**src/hw/tcc_consts.svh**
```systemverilog
// constants of the capture, compare and single pulse timer block
//------------------------------------------------------------------
// Operation
// - active capture edge sets flag, latches counter
// - capture interrupt needs enable and clear mask
// - capture flag clears: status read, then low access
// - high byte read blocks capture until low read
// - capture register keeps most recent event only
// - capture pins always live; high read disables
// - pwm: capture one inactive; single pulse: it starts the pulse
// - compare match sets flag, drives level, interrupts
// - compare registers reset 8000h, software-only changes
// - compare pin latch low during reset
// - compare flag clears: status read, then low access
// - high byte write suspends compare until low
// - pin disabled: no level, interrupt still possible
// - divide two matches at value, else plus one
// - force bit copies level, no flag, no interrupt
// - force bits ignored in single pulse, pwm
// - single pulse select uses channel one pair
// - single pulse edge: counter FFFCh, level two, FFFDh
// - single pulse match drives level one, ends pulse
// - single pulse: no compare flag one; two flag-only
// - pwm select overrides single pulse select
// - flash variant: channel two capture, flags absent
// - counter resets FFFCh; low write reloads FFFCh
// - counter rollover to 0000h sets overflow flag
//------------------------------------------------------------------
`ifndef TCC_CONSTS_SVH
`define TCC_CONSTS_SVH

// register byte addresses, one byte register per word
`define TCC_OFS_CTRL_TWO 8'h00
`define TCC_OFS_CTRL_ONE 8'h04
`define TCC_OFS_STATUS 8'h08
`define TCC_OFS_CAP1_HI 8'h0c
`define TCC_OFS_CAP1_LO 8'h10
`define TCC_OFS_CMP1_HI 8'h14
`define TCC_OFS_CMP1_LO 8'h18
`define TCC_OFS_CNT_HI 8'h1c
`define TCC_OFS_CNT_LO 8'h20
`define TCC_OFS_ACNT_HI 8'h24
`define TCC_OFS_ACNT_LO 8'h28
`define TCC_OFS_CAP2_HI 8'h2c
`define TCC_OFS_CAP2_LO 8'h30
`define TCC_OFS_CMP2_HI 8'h34
`define TCC_OFS_CMP2_LO 8'h38

// control one fields
`define TCC_C1_CAP_IRQ_EN 7
`define TCC_C1_CMP_IRQ_EN 6
`define TCC_C1_OVF_IRQ_EN 5
`define TCC_C1_FORCE_TWO 4
`define TCC_C1_FORCE_ONE 3
`define TCC_C1_LEVEL_TWO 2
`define TCC_C1_EDGE_ONE 1
`define TCC_C1_LEVEL_ONE 0
// control two fields
`define TCC_C2_PIN_EN_ONE 7
`define TCC_C2_PIN_EN_TWO 6
`define TCC_C2_SINGLE 5
`define TCC_C2_PWM 4
`define TCC_C2_CLK_HI 3
`define TCC_C2_CLK_LO 2
`define TCC_C2_EDGE_TWO 1
`define TCC_C2_EXT_EDGE 0

// clock select codes
`define TCC_CLK_DIV2 2'h0
`define TCC_CLK_DIV4 2'h1
`define TCC_CLK_DIV8 2'h2
`define TCC_CLK_EXT 2'h3

// values
`define TCC_CNT_RELOAD 16'hfffc
`define TCC_CNT_MAX 16'hffff
`define TCC_PULSE_CAP 16'hfffd
`define TCC_CMP_RESET 16'h8000
`define TCC_CTRL_RESET 8'h00

`endif

```
**src/hw/tcc_pkg.sv**
```systemverilog
// types of the capture, compare and single pulse timer block
package tcc_pkg;

    typedef struct packed {
        logic [7:0] ctrl_one;
        logic [7:0] ctrl_two;
        logic [1:0] capture_flag;
        logic [1:0] compare_flag;
        logic overflow_flag;
        logic [1:0] cap_seen;
        logic [1:0] cmp_seen;
        logic ovf_seen;
        logic [15:0] cnt;
        logic [15:0] cap1;
        logic [15:0] cap2;
        logic [15:0] cmp1;
        logic [15:0] cmp2;
        logic [1:0] cap_block;
        logic [1:0] cmp_block;
        logic [7:0] lo_buf;
        logic lo_buf_vld;
        logic [2:0] pres;
        logic fresh;
        logic [1:0] cap_prev;
        logic ext_prev;
        logic [1:0] pin;
        logic irq;
        logic pready;
        logic pslverr;
        logic [7:0] rdata;
    } tcc_state_t;

endpackage

```
**src/hw/tcc_timer.sv**
```systemverilog
// capture, compare and single pulse timer with an apb register port
//
// The APB register port and the register offsets are this design's own decisions.
`timescale 1ns/1ps
`default_nettype none
`include "tcc_consts.svh"

module tcc_timer
#(
    parameter bit FLASH_VARIANT = 1'b0
)
(
    input wire logic pclk,
    input wire logic presetn,
    input wire logic psel,
    input wire logic penable,
    input wire logic pwrite,
    input wire logic [7:0] paddr,
    input wire logic [31:0] pwdata,
    input wire logic [3:0] pstrb,
    output logic [31:0] prdata,
    output logic pready,
    output logic pslverr,
    input wire logic capture_pin_one,
    input wire logic capture_pin_two,
    input wire logic ext_clock_pin,
    input wire logic cpu_irq_mask,
    output logic compare_output_pin_one,
    output logic compare_output_pin_two,
    output logic compare_pin_enable_one,
    output logic compare_pin_enable_two,
    output logic timer_irq
);
    import tcc_pkg::*;

    tcc_state_t q;
    tcc_state_t n;

    //--------------------------------------------------------------
    // decoded controls
    //--------------------------------------------------------------
    logic pwm_mode;
    logic single_mode;
    logic [1:0] clk_sel;
    logic tick;
    logic ext_edge;
    logic [1:0] cap_edge;
    logic [1:0] match;
    logic div2;
    logic acc;
    logic rd;
    logic wr;
    logic mapped;
    logic [7:0] wbyte;
    logic force_one;
    logic force_two;

    assign pwm_mode = q.ctrl_two[`TCC_C2_PWM];
    assign single_mode = q.ctrl_two[`TCC_C2_SINGLE] & ~pwm_mode;
    assign clk_sel = q.ctrl_two[`TCC_C2_CLK_HI:`TCC_C2_CLK_LO];
    assign div2 = (clk_sel == `TCC_CLK_DIV2);
    assign acc = psel & penable & ~q.pready;
    assign rd = acc & ~pwrite;
    assign wr = acc & pwrite & pstrb[0];
    assign wbyte = pwdata[7:0];

    always_comb
    begin
        n = q;
        force_one = 1'b0;
        force_two = 1'b0;

        //----------------------------------------------------------
        // prescaler and counter
        //----------------------------------------------------------
        n.pres = q.pres + 3'h1;
        n.ext_prev = ext_clock_pin;
        if (q.ctrl_two[`TCC_C2_EXT_EDGE])
            ext_edge = ext_clock_pin & ~q.ext_prev;
        else
            ext_edge = ~ext_clock_pin & q.ext_prev;
        case (clk_sel)
            `TCC_CLK_DIV2: tick = (q.pres[0] == 1'b1);
            `TCC_CLK_DIV4: tick = (q.pres[1:0] == 2'h3);
            `TCC_CLK_DIV8: tick = (q.pres == 3'h7);
            default: tick = ext_edge;
        endcase
        n.fresh = tick;
        if (tick)
        begin
            n.cnt = q.cnt + 16'h0001;
        end

        // at divide by two the match shows in the first cycle of the
        // equal count; slower clocks see it as the count moves on
        for (int i = 0; i < 2; i++)
        begin
            match[i] = 1'b0;
        end
        if (div2)
        begin
            match[0] = q.fresh && (q.cnt == q.cmp1);
            match[1] = q.fresh && (q.cnt == q.cmp2);
        end
        else
        begin
            match[0] = tick && (q.cnt == q.cmp1);
            match[1] = tick && (q.cnt == q.cmp2);
        end
        match = match & ~q.cmp_block;

        //----------------------------------------------------------
        // capture edges, always watched on both pins
        //----------------------------------------------------------
        n.cap_prev = {capture_pin_two, capture_pin_one};
        if (q.ctrl_one[`TCC_C1_EDGE_ONE])
            cap_edge[0] = capture_pin_one & ~q.cap_prev[0];
        else
            cap_edge[0] = ~capture_pin_one & q.cap_prev[0];
        if (q.ctrl_two[`TCC_C2_EDGE_TWO])
            cap_edge[1] = capture_pin_two & ~q.cap_prev[1];
        else
            cap_edge[1] = ~capture_pin_two & q.cap_prev[1];

        //----------------------------------------------------------
        // register port, one wait state
        //----------------------------------------------------------
        n.pready = acc;
        n.pslverr = 1'b0;
        n.rdata = 8'h00;
        mapped = 1'b1;
        case (paddr)
            `TCC_OFS_CTRL_TWO:
            begin
                n.rdata = q.ctrl_two;
                if (wr)
                    n.ctrl_two = wbyte;
            end
            `TCC_OFS_CTRL_ONE:
            begin
                n.rdata = q.ctrl_one;
                if (wr)
                begin
                    // force bits act once and are not stored
                    n.ctrl_one = wbyte;
                    n.ctrl_one[`TCC_C1_FORCE_ONE] = 1'b0;
                    n.ctrl_one[`TCC_C1_FORCE_TWO] = 1'b0;
                    force_one = wbyte[`TCC_C1_FORCE_ONE];
                    force_two = wbyte[`TCC_C1_FORCE_TWO];
                end
            end
            `TCC_OFS_STATUS:
            begin
                n.rdata = {q.capture_flag[0], q.compare_flag[0],
                           q.overflow_flag, q.capture_flag[1],
                           q.compare_flag[1], 3'h0};
                if (rd)
                begin
                    n.cap_seen = q.cap_seen | q.capture_flag;
                    n.cmp_seen = q.cmp_seen | q.compare_flag;
                    n.ovf_seen = q.ovf_seen | q.overflow_flag;
                end
            end
            `TCC_OFS_CAP1_HI:
            begin
                n.rdata = q.cap1[15:8];
                if (rd)
                    n.cap_block[0] = 1'b1;
            end
            `TCC_OFS_CAP1_LO:
            begin
                n.rdata = q.cap1[7:0];
                if (rd)
                    n.cap_block[0] = 1'b0;
                if (acc && q.cap_seen[0])
                begin
                    n.capture_flag[0] = 1'b0;
                    n.cap_seen[0] = 1'b0;
                end
            end
            `TCC_OFS_CAP2_HI:
            begin
                n.rdata = FLASH_VARIANT ? 8'h00 : q.cap2[15:8];
                if (rd)
                    n.cap_block[1] = 1'b1;
            end
            `TCC_OFS_CAP2_LO:
            begin
                n.rdata = FLASH_VARIANT ? 8'h00 : q.cap2[7:0];
                if (rd)
                    n.cap_block[1] = 1'b0;
                if (acc && q.cap_seen[1])
                begin
                    n.capture_flag[1] = 1'b0;
                    n.cap_seen[1] = 1'b0;
                end
            end
            `TCC_OFS_CMP1_HI:
            begin
                n.rdata = q.cmp1[15:8];
                if (wr)
                begin
                    n.cmp1[15:8] = wbyte;
                    n.cmp_block[0] = 1'b1;
                end
            end
            `TCC_OFS_CMP1_LO:
            begin
                n.rdata = q.cmp1[7:0];
                if (wr)
                begin
                    n.cmp1[7:0] = wbyte;
                    n.cmp_block[0] = 1'b0;
                end
                if (acc && q.cmp_seen[0])
                begin
                    n.compare_flag[0] = 1'b0;
                    n.cmp_seen[0] = 1'b0;
                end
            end
            `TCC_OFS_CMP2_HI:
            begin
                n.rdata = FLASH_VARIANT ? 8'h00 : q.cmp2[15:8];
                if (wr)
                begin
                    n.cmp2[15:8] = wbyte;
                    n.cmp_block[1] = 1'b1;
                end
            end
            `TCC_OFS_CMP2_LO:
            begin
                n.rdata = FLASH_VARIANT ? 8'h00 : q.cmp2[7:0];
                if (wr)
                begin
                    n.cmp2[7:0] = wbyte;
                    n.cmp_block[1] = 1'b0;
                end
                if (acc && q.cmp_seen[1])
                begin
                    n.compare_flag[1] = 1'b0;
                    n.cmp_seen[1] = 1'b0;
                end
            end
            `TCC_OFS_CNT_HI, `TCC_OFS_ACNT_HI:
            begin
                // low byte frozen so a high-then-low read is coherent
                n.rdata = q.cnt[15:8];
                if (rd)
                begin
                    n.lo_buf = q.cnt[7:0];
                    n.lo_buf_vld = 1'b1;
                end
            end
            `TCC_OFS_CNT_LO, `TCC_OFS_ACNT_LO:
            begin
                n.rdata = q.lo_buf_vld ? q.lo_buf : q.cnt[7:0];
                if (rd)
                    n.lo_buf_vld = 1'b0;
                if (wr)
                    n.cnt = `TCC_CNT_RELOAD;
                // the alternate low byte leaves the overflow flag alone
                if (acc && q.ovf_seen && paddr == `TCC_OFS_CNT_LO)
                begin
                    n.overflow_flag = 1'b0;
                    n.ovf_seen = 1'b0;
                end
            end
            default:
            begin
                mapped = 1'b0;
            end
        endcase
        n.pslverr = acc & ~mapped;
        if (!acc)
            n.rdata = 8'h00;

        //----------------------------------------------------------
        // hardware events, placed after the port so a set wins
        //----------------------------------------------------------
        if (tick && q.cnt == `TCC_CNT_MAX)
            n.overflow_flag = 1'b1;
        if (cap_edge[0] && !q.cap_block[0])
        begin
            if (single_mode)
            begin
                n.cnt = `TCC_CNT_RELOAD;
                n.cap1 = `TCC_PULSE_CAP;
                n.capture_flag[0] = 1'b1;
                if (q.ctrl_two[`TCC_C2_PIN_EN_ONE])
                    n.pin[0] = q.ctrl_one[`TCC_C1_LEVEL_TWO];
            end
            else if (!pwm_mode)
            begin
                n.cap1 = q.cnt;
                n.capture_flag[0] = 1'b1;
            end
        end
        if (cap_edge[1] && !q.cap_block[1] && !FLASH_VARIANT)
        begin
            n.cap2 = q.cnt;
            n.capture_flag[1] = 1'b1;
        end

        if (match[0] && !pwm_mode)
        begin
            if (!single_mode)
                n.compare_flag[0] = 1'b1;
            if (q.ctrl_two[`TCC_C2_PIN_EN_ONE])
                n.pin[0] = q.ctrl_one[`TCC_C1_LEVEL_ONE];
        end
        if (match[1] && !pwm_mode && !FLASH_VARIANT)
        begin
            n.compare_flag[1] = 1'b1;
            if (q.ctrl_two[`TCC_C2_PIN_EN_TWO] && !single_mode)
                n.pin[1] = q.ctrl_one[`TCC_C1_LEVEL_TWO];
        end

        // forced levels use the level bits just written
        if (!single_mode && !pwm_mode)
        begin
            if (force_one)
                n.pin[0] = wbyte[`TCC_C1_LEVEL_ONE];
            if (force_two)
                n.pin[1] = wbyte[`TCC_C1_LEVEL_TWO];
        end

        if (FLASH_VARIANT)
        begin
            n.capture_flag[1] = 1'b0;
            n.compare_flag[1] = 1'b0;
        end

        // one request line; a pending flag waits for enable and mask
        n.irq = ~cpu_irq_mask &
            ((q.ctrl_one[`TCC_C1_CAP_IRQ_EN] & |q.capture_flag) |
             (q.ctrl_one[`TCC_C1_CMP_IRQ_EN] & |q.compare_flag) |
             (q.ctrl_one[`TCC_C1_OVF_IRQ_EN] & q.overflow_flag));
    end

    //--------------------------------------------------------------
    // state register
    //--------------------------------------------------------------
    always_ff @(posedge pclk or negedge presetn)
    begin
        if (!presetn)
        begin
            q <= '0;
            q.ctrl_one <= `TCC_CTRL_RESET;
            q.ctrl_two <= `TCC_CTRL_RESET;
            q.cnt <= `TCC_CNT_RELOAD;
            q.cmp1 <= `TCC_CMP_RESET;
            q.cmp2 <= `TCC_CMP_RESET;
            q.pin <= 2'h0;
        end
        else
        begin
            q <= n;
        end
    end

    //--------------------------------------------------------------
    // outputs, all from flip-flops
    //--------------------------------------------------------------
    assign prdata = {24'h000000, q.rdata};
    assign pready = q.pready;
    assign pslverr = q.pslverr;
    assign compare_output_pin_one = q.pin[0];
    assign compare_output_pin_two = q.pin[1];
    assign compare_pin_enable_one = q.ctrl_two[`TCC_C2_PIN_EN_ONE];
    assign compare_pin_enable_two = q.ctrl_two[`TCC_C2_PIN_EN_TWO];
    assign timer_irq = q.irq;

endmodule // tcc_timer
`default_nettype wire

```
**config.mk**
```make
export PLATFORM = sky130hd
export DESIGN_NAME = tcc_timer
export DESIGN_NICKNAME = d
export VERILOG_FILES = /design/src/hw/tcc_pkg.sv /design/src/hw/tcc_timer.sv
export VERILOG_INCLUDE_DIRS = /design/src /design/src/hw
export SDC_FILE = /design/constraint.sdc
export NUM_CORES = 1
export LEC_CHECK = 0
export BUFFER_PORTS_ARGS = -buffer_cell sky130_fd_sc_hd__buf_4
export CORE_UTILIZATION = 60
export CTS_BUF_LIST = sky130_fd_sc_hd__clkbuf_2 sky130_fd_sc_hd__clkbuf_4 sky130_fd_sc_hd__clkbuf_8
export DETAILED_ROUTE_END_ITERATION = 12
export PLACE_DENSITY = 0.82
export SLEW_MARGIN = 25
export SYNTH_ARGS = -nofsm -noshare
export SYNTH_HDL_FRONTEND = slang
export SYNTH_SLANG_ARGS = --single-unit
```
**constraint.sdc**
```tcl
create_clock -name pclk -period 2.5 [get_ports pclk]
set_clock_uncertainty 0.05 [all_clocks]
set_input_delay 0.125 -clock pclk [delete_from_list [all_inputs] [get_ports pclk]]
set_output_delay 0.125 -clock pclk [all_outputs]
set_load 0.01 [all_outputs]
```
### Yosys cells after proc, flatten, opt, wreduce, memory -nomap -nowiden

Index checks and enable logic that the tools add are counted.

* ROM bits: 0
* memories: 0
* bits in latches: 0
* output and inout bits: 39
* register bits after elaboration: 137
* bits in writable memories: 0

* shift-type cells: 0
* reductions and logical operators: 65
* multiply operators: 0
* add/sub/neg operators: 2
* bitwise operators: 35
* magnitude comparators: 0
* equality and inequality tests: 38
* divide/modulo/power cells: 0
* multiplexer cells: 66

Operators with widths (count)
* one-hot mux 8 bit (13 select lines): 1
* two-way mux 16 bit: 6
* equality test 8 x 6 -> 1 bit (second input constant): 7
* two-way mux 1 bit: 42
* equality test 16 bit: 2
* equality test 8 x 5 -> 1 bit (second input constant): 4
* two-way mux 32 bit: 1
* != test 2 bit (second input constant): 16
* nonzero test 2 bit: 16
* AND reduction 3 bit: 10
* AND reduction 2 bit: 11
* one-hot mux 1 bit (2 select lines): 10
* AND 1 bit: 17
* logical AND 1 bit: 17
* adder 16 x 1 -> 16 bit (second input constant): 1
* equality test 16 bit (second input constant): 1
* equality test 8 x 4 -> 1 bit (second input constant): 2
* two-way mux 8 bit: 2
* OR reduction 15 bit: 1
* inverter 1 bit: 11
* equality test 8 x 3 -> 1 bit (second input constant): 1
* zero test 8 bit: 1
* OR reduction 2 bit: 4
* two-way mux 5 bit: 1
* 13 further kinds: 21

### Depth between registers and ports, before layout

* word-level depth: 11
* depth in mapped cells: 8

### Worst setup path before layout

Ideal clock, no wire load.

* path type: register to register
* start point: register q[17] in the netlist's numbering
* end point: register q[118] in the netlist's numbering
* arrival time: 1942 ps
* setup slack: 386 ps
* data required time: 2328 ps
* period minus slack after synthesis: 2114 ps
* stages on the path, launching flop included: 7
* cell sequence: dfrtp_1 ha_1 ha_1 a2111oi_4 clkbuf_1 nor3_1 a32o_1

* longest elaborated chain between the ends: 5
* elaborated cells on any way between the ends: 8

RTL lines
* start: declaration: line tcc_timer.sv:36 `tcc_state_t q;`
* start signal: assignment: line tcc_timer.sv:357 `q <= n;`
* equality test 3 bit / equality test 2 bit (equally long branches): line tcc_timer.sv:85, tcc_timer.sv:84
* one-hot mux 1 bit (3 select lines) (*): line tcc_timer.sv:82 `case (clk_sel)`
* logical AND 1 bit (no line) (*)
* nonzero test 2 bit (no line)
* AND reduction 2 bit (no line)

Every way passes the cells marked *; elsewhere a longest branch is shown, timed or not.
A chain may end at the register's enable or synchronous reset.

==> run metrics <==
TritonCTS clock tree built; dpl cell area about 0.0076 mm2; Worst VDD drop 0.549 mV; first-pass GRT wire length 32.5 mm; Max Cap Violations 0; Area Overhead vs Synth 14.3%; drt wl/cell roughly 24 um; Synth Warn # 0; Worst Path Max Fanout 14; Post-synth EDFFs 0; most used cell, CP ha_1; worst min-delay path category input pin to flip-flop; synthesized area approximately 0.0072 mm2; Max Fclk around 450 MHz; #FFs+latches synth between 100 and 150; Crit-path slowest cell a2111oi_4; type of origin of the critical path flip-flop; fraction of registers with async set/reset 1.00; CTS buffer count 17; Worst setup EP type flip-flop; fraction of layout cells with a size suffix above 1 0.285; insertion delay to the later sink of the worst-skew pair 460 ps; CTS resizes 0; fin crit share 0.898; Clk pin slew, worst setup/hold paths roughly 80 ps; Setup TNS Final 0 ps; pin count of the biggest net entering global routing 65; unique cell type count in the Yosys netlist 73; crit path DAT 2570 ps; CP top delay family compound AO/OA/AOI/OAI gates; CTS max path bufs 2; H-Tree Level Count 4; setup ws final 255 ps; violated checks design-rule violations; # diodes 0; die area around 0.012 mm2; critical path buffer and inverter count 1; gpl congestion approximately 1.0; via/cell ratio ~6.7; Cells after Synth approximately 660; WL final 20.8 mm; crit-path cells ha_1 -> ha_1 -> a2111oi_4 -> buf_4 -> or2_2 -> nand2_1 -> a21boi_0; CORE AREA 0.0116 mm2; Power Total just under 6 mW; met3 usage in global routing 0.119; sequential share of the synthesized area 0.477; total grt overflow 0; Fin. Hold Viols 0; P_leak roughly 3.7 nW; status complete, but fails checks; Critical Path Max Stage Delay ~510 ps; Die X 112 um; number of detailed-route iterations in the first pass 10; Site Rows 39; Setup CP Type flip-flop to flip-flop; DRC violations left 7; syn avg cell area around 11 um2; R2R Setup Slk approximately 250 ps; DP HPWL between 10 and 15 mm; via count between 5000 and 6000; initial drt markers 793; Filler cells about 810; M1 GR Usage 0.445; min Tclk post-route around 2200 ps; met2 usage 0.533; RSZ-0062 raised after global routing no; Setup violations, final 0; grt peak-use layer met2; DRT antenna net count 0; initial antenna violation count 0; hold_ws between 30 and 40 ps; cts hold-fix bufs 16; worst-margin pin slew 610 ps; GR Util All Layers 0.354; Post-CTS Setup Bufs 0; number of global-route vias before repair 5774; Clock Tree Root clkbuf_8; Total Nets Final 769; Final Max Tran Viols 0; io pins 92; IO buf count 40; Die H about 110 um; PD cells a little over 700 mW/mm2; final instance area between 0.008 and 0.009 mm2; Place WS between 200 and 300 ps; relative slew slack 0.593; CP required about 2800 ps; top_reg_cell synth dfrtp_1; Initial Util 0.625; Clock Sinks approximately 140
-- report_power, final --
group          internal [mW]  total, mW  switching, mW
clock network           1.32       2.16          0.840
logic                  0.431      0.934          0.503
registers               2.46       2.78          0.316
-- per-stage QoR --
stage | util | instances
after floorplan | - | 687
after global placement | 0.659 | 821
after detailed placement | 0.659 | 821
after CTS | 0.714 | 869
after global routing | 0.714 | 869
final | 0.714 | 869
-- sequential cells by signal, summed over array words and instances (netlist names) --
register and flops:
pslverr 1, pwm_mode 1, prdata 8, pready 1, clk_sel 2, compare_pin_enable_one 1
timer_irq 1, compare_output_pin_two 1, compare_pin_enable_two 1, q 119, compare_output_pin_one 1
-- routing by layer --
metal | up-vias | part of all wire
li1 | 2480 | -
met4 | 0 | 0.058
met1 | 2846 | 0.38
met5 | - | 0
met3 | 105 | 0.11
met2 | 400 | 0.45
-- logic make-up (layout without fill, tap and decap cells) --
family                   after synthesis  count (layout)  share of synthesized area
XOR/XNOR                              46              46                     0.0558
other                                  1              24                   0.000519
multiplexers                          84              84                      0.129
buffers and inverters                 93             132                     0.0669
AO/OA/AOI/OAI                        123             123                      0.126
flip-flops                           137             137                      0.477
adder cells (fa/ha/maj)                3               3                    0.00520
AND/OR/NAND/NOR                      177             177                      0.139
-- final timing paths --
kind,start,endpoint,depth (start not counted)
worst max-delay path,q[17],q[98],7
worst min-delay path,paddr[0],pslverr,5
worst max register to register,q[17],q[98],7
worst min register to register,q[17],q[17],1
max in group asynchronous,presetn,q[48],3
min in group asynchronous,presetn,q[20],2
-- synthesized netlist by cell type (13+ instances only) --
library cell | instances | area share
o21ai_0 | 20 | 0.014
clkbuf_1 | 39 | 0.020
nand2_1 | 47 | 0.024
mux2_2 | 71 | 0.11
nor2_1 | 19 | 0.0099
a31oi_1 | 13 | 0.011
buf_4 | 32 | 0.033
a21oi_1 | 13 | 0.0090
mux2i_1 | 13 | 0.018
dfstp_2 | 16 | 0.058
xnor2_1 | 41 | 0.050
dfrtp_1 | 121 | 0.42
o22a_1 | 17 | 0.021
nand3_1 | 29 | 0.020
-- cell usage in the layout (no fill, tap or decap), types with 6 or more instances in the layout --
| master | netlist | layout |
|---|---|---|
| clkbuf_8 | 0 | 20 |
| inv_1 | 12 | 12 |
| nand2_1 | 47 | 47 |
| nor2_1 | 19 | 19 |
| dfstp_2 | 16 | 16 |
| a22oi_1 | 9 | 9 |
| dlygate4sd3_1 | 0 | 16 |
| buf_4 | 32 | 69 |
| dfrtp_1 | 121 | 121 |
| o22ai_1 | 7 | 7 |
| nor3_1 | 10 | 10 |
| nor4_1 | 10 | 10 |
| o22a_1 | 17 | 17 |
| o21ai_0 | 20 | 20 |
| mux2_2 | 71 | 71 |
| conb_1 | 1 | 24 |
| nand3_1 | 29 | 29 |
| and3_1 | 6 | 6 |
| a221oi_1 | 12 | 12 |
| xnor2_1 | 41 | 41 |
| a21oi_1 | 13 | 13 |
| a31oi_1 | 13 | 13 |
| nand4_1 | 12 | 12 |
| mux2i_1 | 13 | 13 |
-- layout make-up --
type,count,area (um2),area share
Clock buffer,25,313,0.0379
Clock inverter,7,164,0.0198
Inverter,13,48.8,0.00591
Multi-Input combinational cell,457,3400,0.411
Sequential cell,137,3450,0.418
Tap cell,143,179,0.0217
Timing Repair Buffer,87,709,0.0859
-- worst reg2reg max path, cell delays in order (launching register included) --
cell and delay, ps:
dfrtp_1 400, ha_1 240, ha_1 220, a2111oi_4 510, buf_4 290, or2_2 200
nand2_1 60, a21boi_0 200
(Power assumes the default switching activity.)
